===== src/rtl/sacc_pkg.sv =====
// shared constants and types for the sar converter control block
package sacc_pkg;
  // register byte offsets
  localparam logic [7:0] OFF_CTRL1 = 8'h00;
  localparam logic [7:0] OFF_CTRL2 = 8'h04;
  localparam logic [7:0] OFF_RESULT = 8'h08;
  localparam logic [7:0] OFF_COMPARE = 8'h0C;
  localparam logic [7:0] OFF_CONFIG = 8'h10;
  // primary_status_control fields
  localparam int C1_DONE = 7;
  localparam int C1_INT_EN = 6;
  localparam int C1_CONT = 5;
  localparam int C1_SEL_LSB = 0;
  // secondary control fields
  localparam int C2_ACTIVE = 7;
  localparam int C2_TRIG_SEL = 6;
  localparam int C2_CMP_EN = 5;
  localparam int C2_CMP_GTE = 4;
  // configuration fields
  localparam int CF_LOW_POWER = 7;
  localparam int CF_DIV_LSB = 5;
  localparam int CF_LONG_SMP = 4;
  localparam int CF_FMT_LSB = 2;
  localparam int CF_SRC_LSB = 0;
  // reset values
  localparam logic [4:0] SEL_RESET = 5'h1F;
  localparam logic [1:0] FMT_RESET = 2'h0;
  localparam logic [1:0] SRC_RESET = 2'h0;
  // input_select_field codes
  localparam logic [4:0] SEL_EXT_LAST = 5'h17;
  localparam logic [4:0] SEL_TEMP = 5'h1A;
  localparam logic [4:0] SEL_BANDGAP = 5'h1B;
  localparam logic [4:0] SEL_REF_HIGH = 5'h1D;
  localparam logic [4:0] SEL_REF_LOW = 5'h1E;
  localparam logic [4:0] SEL_OFF = 5'h1F;
  // clock sources
  localparam logic [1:0] SRC_BUS = 2'h0;
  localparam logic [1:0] SRC_BUS_HALF = 2'h1;
  localparam logic [1:0] SRC_ALT = 2'h2;
  localparam logic [1:0] SRC_ASYNC = 2'h3;
  // result widths
  localparam logic [1:0] FMT_8 = 2'h0;
  localparam logic [1:0] FMT_12 = 2'h1;
  localparam logic [1:0] FMT_10 = 2'h2;
  // sample length in conversion clock ticks, minus one
  localparam logic [4:0] SMP_SHORT = 5'h03;
  localparam logic [4:0] SMP_LONG = 5'h17;
  // successive approximation
  localparam int RES_W = 12;
  localparam logic [3:0] SAR_MSB = 4'hB;
  localparam logic [11:0] SAR_START = 12'h800;
  // asynchronous input indices
  localparam int AS_CMP = 0;
  localparam int AS_ASYNC_CLK = 1;
  localparam int AS_ALT_CLK = 2;
  localparam int AS_HW_TRIG = 3;
  localparam int AS_N = 4;

  typedef enum logic [3:0] {
    ST_IDLE = 4'b0001,
    ST_SAMPLE = 4'b0010,
    ST_CONVERT = 4'b0100,
    ST_FINISH = 4'b1000
  } sacc_state_t;
endpackage : sacc_pkg


===== src/rtl/sacc_core.sv =====
// sar converter control: channel decode, clock select, triggering, result and apb registers
//
// Behaviour
// [RULE1] codes 0 through 23 route external inputs 0 to 23 in order
// [RULE2] reserved codes still convert; their result is undefined
// [RULE3] select bits for inputs absent on this variant are reserved
// [RULE4] code 11010 connects the temperature sensor
// [RULE5] code 11011 connects the internal bandgap reference
// [RULE6] clock from bus, bus halved, local async clock or alternate input
// [RULE7] conversion clock is source divided by the clock divide field
// [RULE8] alternate clock keeps working in wait mode
// [RULE9] alternate clock never clocks conversions in either stop mode
// [RULE10] hardware trigger selected: counter overflow pulse starts a conversion
// [RULE11] hardware triggers accepted in run, wait and shallow stop
// [RULE12] trigger input taken asynchronously; selectable against software start
// [RULE13] twelve bit linear successive approximation per sample
// [RULE14] unsigned right-justified result of twelve, ten or eight bits
// [RULE15] single conversion returns to idle; continuous repeats until stopped
// [RULE16] completion sets the done flag and, if enabled, an interrupt
// [RULE17] optional compare less-than or greater-equal; flag only when true
// [RULE18] converter keeps running in wait and shallow stop; in shallow stop it runs only on the async clock source
// [RULE19] sample length and speed/power trade-off set by software
// [RULE20] software uses long sample and slow clock before temperature reads
// [RULE21] no deepest stop mode, so no behaviour for it
// [RULE22] select all ones powers converter off and stops continuous mode
// [RULE23] primary control write aborts and restarts unless select is all ones
// [RULE24] done flag clears on primary control write or result read
// [RULE25] trigger select: clear starts on write, set on hardware trigger
`timescale 1ns/1ps
module sacc_core
  import sacc_pkg::*;
(
  input wire logic core_clk_i, // 25 MHz bus clock
  input wire logic reset_n_i, // asynchronous, active low
  input wire logic ce_i, // freezes all state while low
  input wire logic psel_i, // apb select
  input wire logic penable_i, // apb enable
  input wire logic pwrite_i, // apb direction
  input wire logic [7:0] paddr_i, // apb byte address
  input wire logic [31:0] pwdata_i, // apb write data
  output logic pready_o, // apb ready
  output logic [31:0] prdata_o, // apb read data
  output logic pslverr_o, // apb error, unmapped address
  input wire logic cmp_i, // analog comparator: input above dac level
  input wire logic async_clk_i, // local asynchronous conversion clock
  input wire logic alt_clk_i, // alternate clock input
  input wire logic hw_trigger_i, // counter overflow trigger, asynchronous
  input wire logic wait_mode_i, // processor in wait mode
  input wire logic shallow_stop_i, // shallow stop mode
  input wire logic deep_stop_i, // deep stop mode
  output logic irq_o, // conversion complete interrupt
  output logic [4:0] chan_sel_o, // analog mux select
  output logic ext_chan_en_o, // external input routed
  output logic temp_sel_o, // temperature sensor routed
  output logic bandgap_sel_o, // bandgap routed
  output logic conv_power_o, // converter powered
  output logic low_power_o, // slow, low power converter bias
  output logic conv_clk_o, // conversion clock
  output logic sample_o, // sampling stage closed
  output logic [11:0] dac_code_o // trial code for the comparator
);

  sacc_state_t state;
  logic done_flag, int_en, cont_en, trig_sel, cmp_en, cmp_gte;
  logic low_power, long_smp;
  logic [4:0] input_sel;
  logic [1:0] clk_div, fmt_sel, clk_src;
  logic [11:0] cmp_value, result_data, fmt_res, next_dac;
  logic [4:0] smp_cnt, smp_len;
  logic [3:0] bit_idx;
  logic [2:0] div_cnt, div_max;
  logic bus_half;
  logic src_tick, conv_tick, cmp_pass, done_set;
  logic [AS_N-1:0] async_in, sync1, sync2, sync3, level, rise;
  logic apb_acc, apb_done, addr_hit, wr_ctrl1, rd_result;
  logic [31:0] rd_mux;
  logic in_stop;

  // three-stage synchronisers; a level counts once stages two and three agree
  assign async_in = {hw_trigger_i, alt_clk_i, async_clk_i, cmp_i};
  genvar g;
  for (g = 0; g < AS_N; g++) begin : g_sync
    always_ff @(posedge core_clk_i or negedge reset_n_i) begin
      if (!reset_n_i) begin
        sync1[g] <= 1'b0;
        sync2[g] <= 1'b0;
        sync3[g] <= 1'b0;
        level[g] <= 1'b0;
      end else if (ce_i) begin
        sync1[g] <= async_in[g];
        sync2[g] <= sync1[g];
        sync3[g] <= sync2[g];
        if (sync2[g] == sync3[g]) begin
          level[g] <= sync3[g];
        end
      end
    end
    assign rise[g] = (sync2[g] == sync3[g]) && sync3[g] && !level[g]; // [RULE12]
  end

  // apb slave, one wait state so that read data comes from a flop
  assign apb_acc = psel_i && penable_i;
  assign apb_done = apb_acc && pready_o;
  assign wr_ctrl1 = apb_done && pwrite_i && (paddr_i == OFF_CTRL1);
  assign rd_result = apb_done && !pwrite_i && (paddr_i == OFF_RESULT);

  always_comb begin
    rd_mux = 32'h0000_0000;
    addr_hit = 1'b1;
    unique case (paddr_i)
      OFF_CTRL1: rd_mux = {24'h000000, done_flag, int_en, cont_en, input_sel};
      OFF_CTRL2: rd_mux = {24'h000000, (state != ST_IDLE), trig_sel, cmp_en, cmp_gte, 4'h0};
      OFF_RESULT: rd_mux = {20'h00000, result_data};
      OFF_COMPARE: rd_mux = {20'h00000, cmp_value};
      OFF_CONFIG: rd_mux = {24'h000000, low_power, clk_div, long_smp, fmt_sel, clk_src};
      default: addr_hit = 1'b0;
    endcase
  end

  always_ff @(posedge core_clk_i or negedge reset_n_i) begin
    if (!reset_n_i) begin
      pready_o <= 1'b0;
      prdata_o <= 32'h0000_0000;
      pslverr_o <= 1'b0;
    end else if (ce_i) begin
      if (apb_acc && !pready_o) begin
        pready_o <= 1'b1;
        prdata_o <= pwrite_i ? 32'h0000_0000 : rd_mux;
        pslverr_o <= !addr_hit;
      end else begin
        pready_o <= 1'b0;
        pslverr_o <= 1'b0;
      end
    end
  end

  // software registers
  always_ff @(posedge core_clk_i or negedge reset_n_i) begin
    if (!reset_n_i) begin
      int_en <= 1'b0;
      cont_en <= 1'b0;
      input_sel <= SEL_RESET;
      trig_sel <= 1'b0;
      cmp_en <= 1'b0;
      cmp_gte <= 1'b0;
      cmp_value <= 12'h000;
      low_power <= 1'b0;
      clk_div <= 2'h0;
      long_smp <= 1'b0;
      fmt_sel <= FMT_RESET;
      clk_src <= SRC_RESET;
    end else if (ce_i && apb_done && pwrite_i) begin
      unique case (paddr_i)
        OFF_CTRL1: begin
          int_en <= pwdata_i[C1_INT_EN];
          cont_en <= pwdata_i[C1_CONT];
          input_sel <= pwdata_i[C1_SEL_LSB +: 5];
        end
        OFF_CTRL2: begin
          trig_sel <= pwdata_i[C2_TRIG_SEL]; // [RULE12] [RULE25]
          cmp_en <= pwdata_i[C2_CMP_EN];
          cmp_gte <= pwdata_i[C2_CMP_GTE];
        end
        OFF_COMPARE: cmp_value <= pwdata_i[RES_W-1:0];
        OFF_CONFIG: begin
          low_power <= pwdata_i[CF_LOW_POWER]; // [RULE19]
          clk_div <= pwdata_i[CF_DIV_LSB +: 2];
          long_smp <= pwdata_i[CF_LONG_SMP];
          fmt_sel <= pwdata_i[CF_FMT_LSB +: 2];
          clk_src <= pwdata_i[CF_SRC_LSB +: 2];
        end
        default: ;
      endcase
    end
  end

  // clock source select; in stop the bus clock halts and the alternate input is barred
  assign in_stop = shallow_stop_i || deep_stop_i;
  always_comb begin
    unique case (clk_src) // [RULE6]
      SRC_BUS: src_tick = !in_stop;
      SRC_BUS_HALF: src_tick = !in_stop && bus_half;
      SRC_ALT: src_tick = rise[AS_ALT_CLK] && !in_stop; // [RULE8] [RULE9]
      default: src_tick = rise[AS_ASYNC_CLK]; // [RULE18]
    endcase
  end

  always_comb begin
    unique case (clk_div)
      2'h0: div_max = 3'h0;
      2'h1: div_max = 3'h1;
      2'h2: div_max = 3'h3;
      default: div_max = 3'h7;
    endcase
  end

  assign conv_tick = src_tick && (div_cnt == div_max) && (state != ST_IDLE); // [RULE7]

  always_ff @(posedge core_clk_i or negedge reset_n_i) begin
    if (!reset_n_i) begin
      bus_half <= 1'b0;
      div_cnt <= 3'h0;
      conv_clk_o <= 1'b0;
    end else if (ce_i) begin
      bus_half <= !bus_half;
      if (state == ST_IDLE) begin
        div_cnt <= 3'h0;
      end else if (src_tick) begin
        div_cnt <= (div_cnt == div_max) ? 3'h0 : div_cnt + 3'h1; // [RULE7]
      end
      if (conv_tick) begin
        conv_clk_o <= !conv_clk_o;
      end
    end
  end

  // one successive approximation step: drop the trial bit if below, try the next
  always_comb begin
    next_dac = dac_code_o;
    if (!level[AS_CMP]) begin
      next_dac[bit_idx] = 1'b0;
    end
    if (bit_idx != 4'h0) begin
      next_dac[bit_idx - 4'h1] = 1'b1;
    end
  end

  assign smp_len = long_smp ? SMP_LONG : SMP_SHORT; // [RULE19]

  // conversion sequencer
  always_ff @(posedge core_clk_i or negedge reset_n_i) begin
    if (!reset_n_i) begin
      state <= ST_IDLE;
      smp_cnt <= 5'h00;
      bit_idx <= 4'h0;
      dac_code_o <= 12'h000;
    end else if (ce_i) begin
      if (deep_stop_i) begin
        state <= ST_IDLE; // [RULE21]
      end else if (wr_ctrl1) begin
        smp_cnt <= 5'h00;
        if (!trig_sel && (pwdata_i[C1_SEL_LSB +: 5] != SEL_OFF)) begin
          state <= ST_SAMPLE; // [RULE23] [RULE25]
        end else begin
          state <= ST_IDLE; // [RULE22] [RULE23]
        end
      end else begin
        unique case (state)
          ST_IDLE: begin
            if (trig_sel && rise[AS_HW_TRIG] && (input_sel != SEL_OFF)) begin
              state <= ST_SAMPLE; // [RULE10] [RULE11] [RULE25]
              smp_cnt <= 5'h00;
            end
          end
          ST_SAMPLE: begin
            if (conv_tick) begin
              if (smp_cnt == smp_len) begin
                state <= ST_CONVERT;
                bit_idx <= SAR_MSB; // [RULE13]
                dac_code_o <= SAR_START;
              end else begin
                smp_cnt <= smp_cnt + 5'h01;
              end
            end
          end
          ST_CONVERT: begin
            if (conv_tick) begin
              dac_code_o <= next_dac; // [RULE13]
              if (bit_idx == 4'h0) begin
                state <= ST_FINISH;
              end else begin
                bit_idx <= bit_idx - 4'h1;
              end
            end
          end
          ST_FINISH: begin
            smp_cnt <= 5'h00;
            if (cont_en && (input_sel != SEL_OFF)) begin
              state <= ST_SAMPLE; // [RULE15]
            end else begin
              state <= ST_IDLE; // [RULE15]
            end
          end
        endcase
      end
    end
  end

  // result formatting and automatic compare
  always_comb begin
    unique case (fmt_sel) // [RULE14]
      FMT_12: fmt_res = dac_code_o;
      FMT_10: fmt_res = {2'h0, dac_code_o[11:2]};
      default: fmt_res = {4'h0, dac_code_o[11:4]};
    endcase
  end

  assign cmp_pass = !cmp_en || (cmp_gte ? (fmt_res >= cmp_value) : (fmt_res < cmp_value));
  assign done_set = (state == ST_FINISH) && cmp_pass; // [RULE16] [RULE17]

  always_ff @(posedge core_clk_i or negedge reset_n_i) begin
    if (!reset_n_i) begin
      result_data <= 12'h000;
      done_flag <= 1'b0;
      irq_o <= 1'b0;
    end else if (ce_i) begin
      if (done_set) begin
        result_data <= fmt_res; // [RULE2] [RULE14]
      end
      // a completion in the same cycle as a clear keeps the flag set
      if (done_set) begin
        done_flag <= 1'b1; // [RULE16]
      end else if (wr_ctrl1 || rd_result) begin
        done_flag <= 1'b0; // [RULE24]
      end
      irq_o <= done_flag && int_en; // [RULE16]
    end
  end

  // analog routing; reserved codes connect nothing but still convert
  always_ff @(posedge core_clk_i or negedge reset_n_i) begin
    if (!reset_n_i) begin
      chan_sel_o <= SEL_RESET;
      ext_chan_en_o <= 1'b0;
      temp_sel_o <= 1'b0;
      bandgap_sel_o <= 1'b0;
      conv_power_o <= 1'b0;
      low_power_o <= 1'b0;
      sample_o <= 1'b0;
    end else if (ce_i) begin
      chan_sel_o <= input_sel; // [RULE1]
      ext_chan_en_o <= (input_sel <= SEL_EXT_LAST); // [RULE1] [RULE3]
      temp_sel_o <= (input_sel == SEL_TEMP); // [RULE4]
      bandgap_sel_o <= (input_sel == SEL_BANDGAP); // [RULE5]
      // powered only while converting: powered off after each single conversion
      conv_power_o <= (state != ST_IDLE) && (input_sel != SEL_OFF); // [RULE22]
      low_power_o <= low_power; // [RULE19]
      sample_o <= (state == ST_SAMPLE);
    end
  end
endmodule : sacc_core


===== config.mk =====
export PLATFORM = sky130hd
export DESIGN_NAME = sacc_core
export DESIGN_NICKNAME = d
export VERILOG_FILES = /design/src/rtl/sacc_pkg.sv /design/src/rtl/sacc_core.sv
export SDC_FILE = /design/constraint.sdc
export NUM_CORES = 1
export LEC_CHECK = 0
export BUFFER_PORTS_ARGS = -buffer_cell sky130_fd_sc_hd__buf_2
export CAP_MARGIN = 10
export CORE_MARGIN = 10
export CORE_UTILIZATION = 50
export CTS_CLUSTER_SIZE = 20
export DETAILED_ROUTE_END_ITERATION = 6
export PLACE_DENSITY = 0.84
export SLEW_MARGIN = 20
export SYNTH_ARGS = -nofsm -noshare
export SYNTH_HDL_FRONTEND = slang
export SYNTH_SLANG_ARGS = --single-unit
export TNS_END_PERCENT = 5

===== constraint.sdc =====
create_clock -name core_clk_i -period 7.52 [get_ports core_clk_i]
set_input_delay 0 -clock core_clk_i [delete_from_list [all_inputs] [get_ports core_clk_i]]
set_output_delay 0 -clock core_clk_i [all_outputs]
set_load 0.01 [all_outputs]

Word-level counts from Yosys, hierarchy flattened
Cells that the tools add are included.

Magnitude comparators: 7. Multiplexer cells: 45. Equality and inequality tests: 37. $mul: 0. Div/mod/pow operators: 0. Reductions and logical operators: 69. $add $sub $neg: 3. Bitwise logic cells: 5. Shift-type cells: 0.

Operators with widths (count): 12-bit 2-to-1 mux (5); 12-bit case mux with 5 select lines (1); 12-bit case mux with 2 select lines (2); 4-bit 2-to-1 mux (11); 32-bit 2-to-1 mux (1); 1-bit logical AND (28); 2-bit AND reduction (13); 5-bit 2-to-1 mux (5); 8-bit by 4-bit equality test with 1-bit output (second input constant) (2); 4-bit != test (second input constant) (4); 4-bit case mux with 4 select lines (1); 5-bit case mux with 3 select lines (1); 12-bit bitwise AND (1); 12-bit >= comparator (1); 12-bit less-than comparator (1); 12-bit inverter (1); 12-bit bitwise OR (1); 6-bit AND reduction (2); 1-bit logical NOT (11); 5-bit equality test (second input constant) (2); 4-bit by 5-bit less-than comparator with 1-bit output (second input constant) (2); 5-bit != test (second input constant) (2); 3-bit 2-to-1 mux (3); 3-bit case mux with 3 select lines (1); 36 further kinds (64).

RAM bits: 0. Input port bits: 53. Word-level logic and storage cells: 214. Latch bits: 0. Register bits: 135. Memories: 0. ROM bits: 0. Output and inout bits: 59.

Logic depth before layout (Yosys ltp)
Word-level depth: 11. Gate-level depth with buffers: 15.

Least setup slack after synthesis
No wires, ideal clock.

Path type: flip-flop to flip-flop. Start point: register fmt_sel[0]. End point: register result_data[10]. Data arrival time: 2873 ps. Library setup time: 125 ps. Clock period less this slack: 2998 ps. Required time: 7395 ps. Path slack: 4522 ps. Stages on the path, launching flop included: 14. Cells stage by stage: dfrtp_1 > ha_1 > clkbuf_1 > a22oi_1 > o21ai_0 > ha_1 > nor2b_1 > o211ai_1 > a211o_1 > and3_1 > or3_1 > clkbuf_1 > buf_2 > mux2_2.

Cells in the longest elaborated chain, start to end: 7. Elaborated cells on any way between the ends: 9. Classes of those cells: order compare: 2; eq/ne: 2; mux: 2; reduce/logical: 3.

RTL lines: start, declared (RTL line sacc_core.sv:67) `logic [1:0] clk_div, fmt_sel, clk_src;`; start signal, assigned (RTL line sacc_core.sv:169) `fmt_sel <= pwdata_i[CF_FMT_LSB +: 2];`; 2-bit equality test or 2-bit by 1-bit equality test with 1-bit output (tied branches) (RTL line sacc_core.sv:291) `unique case (fmt_sel)`; 12-bit case mux with 2 select lines * (RTL line sacc_core.sv:291); via fmt_res[1] (RTL line sacc_core.sv:68) `logic [11:0] cmp_value, result_data, fmt_res, next_dac;`; 12-bit less-than comparator or 12-bit >= comparator (tied branches) (RTL line sacc_core.sv:298) `assign cmp_pass = !cmp_en || (cmp_gte ? (fmt_res >= cmp_value) : (fmt_res < cmp_value));`; 1-bit 2-to-1 mux * (RTL line sacc_core.sv:298); 1-bit logical OR * (RTL line sacc_core.sv:298); 1-bit logical AND * (RTL line sacc_core.sv:299) `assign done_set = (state == ST_FINISH) && cmp_pass;`; 2-bit AND reduction (no source line) *; end signal, assigned (RTL line sacc_core.sv:308) `result_data <= fmt_res;`; end, declared (RTL line sacc_core.sv:68).

The timed path passes the listed nets; every way through them passes the cells marked *. A chain may end at the register's enable or synchronous reset.

Final worst setup path
Start point: register fmt_sel[0]. End point: register result_data[2].

Same word-level chain as after synthesis.

==> out/metrics.cfg <==
[outcome]
status=complete, no violations

[logic_synthesis]
synth.top_cell.area_share=0.4151
yosys_most_used_dff=dfrtp_1
synth-async-reset-ratio=1.000
syn-instance-count=616
syn_avg_cell_area_um2=10.18
yosysSeqAreaShare=0.4612
ys_types=68
synthTopCellsByCount=104 x dfrtp_1, 63 x o21ai_0, 55 x nand2_1, 54 x mux2_2, 36 x inv_1
synth.most_common_cell=dfrtp_1
synthTopCellsByArea=dfrtp_1 42%, mux2_2 9.7%, ha_1 5.2%, o21ai_0 5.0%, dfstp_2 4.6%
synth-seq-cells=115
synth_top_area_cell=dfrtp_1
yosysWarningCount=0
syn_area_um2=6270
synth_edf_count=0

[job]
drv_cap=0

[sta]
slew-limit-headroom=0.3706
hold_viol_final=0
tns_ns=0
rsz0062_at_grt=no
min_period_ns=3.551
setup_violations=0
fin_worst_skew_ns=0.01635
final_min_period_over_clock_period=0.4722
final_max_slew_viol_count=0
worst_slew_pin_slew_ns=0.9441
max_freq_ghz=0.2816

[setup_path]
crit_slowest_cell=or3_1
crit_top_cell=ha_1
cp_max_fo=20
arrival_ns=3.85
worstSetupEndpointType=register
required_ns=7.81
cpPeakStageDelay_ns=0.67
path_cells=inv_1 -> ha_1 -> o21ai_0 -> ha_1 -> nand4_1 -> a211o_1 -> and3_1 -> or3_1 -> mux2_2
path_delay_family=adder cells
cp.buffers_inverters=1
rrSetupSlack_ns=3.97
startpoint_type=register
crit_type=reg2reg

[power_and_ir_drop]
power_density_nw_per_um2=237.3
combPwrFrac=0.138
internal_power_mw=1.295
clock_power_share=0.457
power.leakage_nw=3.554
p_sw_frac=0.2661
switchingPower_uw=469.3
vdd_drop_max_v=0.0001532
pwr-share-seq=0.405
power.total_mw=1.764

[floorplan]
initial_core_util=0.5155
chipHeight_um=132.0
io_pins=112
die_w_um=132.0
die-area_um2=17420
rows=40
core_um2=12160

[clock_network]
numCtsBuffers=17
ctsResizeCount=0
clk_pin_slew_ns=0.06
htreeDepth=4
cts.sinks=115
insertion_delay_ns=0.42
cts_tree=done
clockBufferDepth=2
root_buffer=clkbuf_16

[global_routing]
grt_use_total=0.1804
grt_pass1_vias=5246
grt.overflow.total=0
grt_max_degree=79
grt_pass1_wl_um=26050
antenna_found_initial=0

[layout]
n_antenna_cell=0
final_nets=777
fin_cells=879
fillers=928
drive_above_1_share=0.2546
synthToLayoutAreaGrowth_pct=18.58

[min_path]
min_path_type=in2reg

[routing]
wire_per_inst_um=18.34
routed_wl_um=16130
first_iter_violations=586
vias_per_cell=5.986
drc=0
ant_nets=0
routed-via-count=5262
first_pass_iters=6

[placement]
portBuffers=70
hpwlAfterDp_um=11230
place.gp.congestion=0.9615
place_inst=827

[stage by stage]
stage               hold WS (ns)  setup WS [ns]  cell area (µm²)    util
finish                   0.06048          3.969             7435  0.6113
global route             0.09134          3.847             7435  0.6113
CTS                      0.05593          4.030             7435  0.6113
detailed placement     -0.001902          4.069             6649  0.5467
global placement       -0.007324          4.196             6649  0.5467
floorplan                -0.2956          4.522             6341       -
[cells by family after synthesis]
family          Yosys count  share of synthesized area
compound gates          159                     0.1636
other cells               1                  0.0005981
fa+ha+maj                26                    0.05189
mux                      60                     0.1086
buf+inv                  84                    0.06466
xor+xnor                  4                   0.005589
flops                   115                     0.4612
simple gates            167                     0.1439
[cell type report]
type                    count  area [µm²]  area share
clock buffers              21       450.4     0.06059
clock inverters            11       135.1     0.01818
inverters                  36       135.1     0.01818
multi-input cells         436        3044      0.4095
flip-flops and latches    115        2892      0.3889
well taps                 168       210.2     0.02827
repair buffers             92       568.0     0.07641
[flip-flops by register name, indices dropped and copies added, names as in the netlist, 3 cells and up]
| name | cells |
|---|---|
| cmp_value | 12 |
| dac_code_o | 12 |
| prdata_o | 12 |
| result_data | 12 |
| chan_sel_o | 5 |
| input_sel | 5 |
| smp_cnt | 5 |
| bit_idx | 4 |
| level | 4 |
| state | 4 |
| sync1 | 4 |
| sync2 | 4 |
| sync3 | 4 |
| div_cnt | 3 |
[worst register-to-register path, delay by kind of cell, from the launching register on]
family                     cells  cell delay [ns]
and+or+nand+nor                3             0.94
buffers and inverters          1             0.07
DFF                            1             0.42
adders and majority gates      2             0.96
AOI/OAI and AO/OA              2             0.64
muxes                          1             0.40
[final timing paths]
path                                         from                    endpoint  cells after the start
max                        fmt_sel[0]$_DFFE_PN0P_  result_data[2]$_DFFE_PN0P_                      9
min                                    paddr_i[1]       pslverr_o$_DFFE_PN0P_                      4
max reg2reg                fmt_sel[0]$_DFFE_PN0P_  result_data[2]$_DFFE_PN0P_                      9
min reg2reg                  bus_half$_DFFE_PN0P_        bus_half$_DFFE_PN0P_                      1
max in group asynchronous               reset_n_i    cmp_value[6]$_DFFE_PN0P_                      3
min in group asynchronous               reset_n_i      smp_cnt[2]$_DFFE_PN0P_                      2
[routing by layer]
metal  GRT usage  vias up  share of wire
met5           0        -              0
met4     0.07417        0          0.022
met3     0.05335       33          0.080
met2      0.3150      246           0.51
met1      0.1998     2615           0.38
li1            -     2368              -
[power groups by stage]
stage,Sequential [mW],Combinational (mW),Clock (mW)
detailed placement,0.723,0.231,0
global placement,0.719,0.222,0
finish,0.714,0.244,0.806
global route,0.721,0.272,0.837
floorplan,0.713,0.172,0
CTS,0.713,0.242,0.808
[timing repair]
item / CTS / global route
hold buffers: 20 / 0
setup buffers: 0 / 0
hold endpoints to repair: 73 / 0
[cells in the final DEF (no fill, tap or decap), types with 6 or more instances in the layout]
| master | synthesis | final |
|---|---|---|
| dfrtp_1 | 104 | 104 |
| buf_2 | 8 | 69 |
| o21ai_0 | 63 | 63 |
| nand2_1 | 55 | 55 |
| mux2_2 | 54 | 54 |
| inv_1 | 36 | 36 |
| ha_1 | 26 | 26 |
| a21oi_1 | 24 | 24 |
| nand3_1 | 21 | 21 |
| conb_1 | 1 | 20 |
| dlygate4sd3_1 | 0 | 20 |
| a22oi_1 | 19 | 19 |
| nor2_1 | 19 | 19 |
| clkbuf_16 | 0 | 17 |
| and3_1 | 13 | 13 |
| nor2b_1 | 11 | 11 |
| dfstp_2 | 11 | 11 |
| nor3_1 | 9 | 9 |
| a31oi_1 | 7 | 7 |
| clkinv_2 | 0 | 6 |
(Power assumes the default switching activity.)
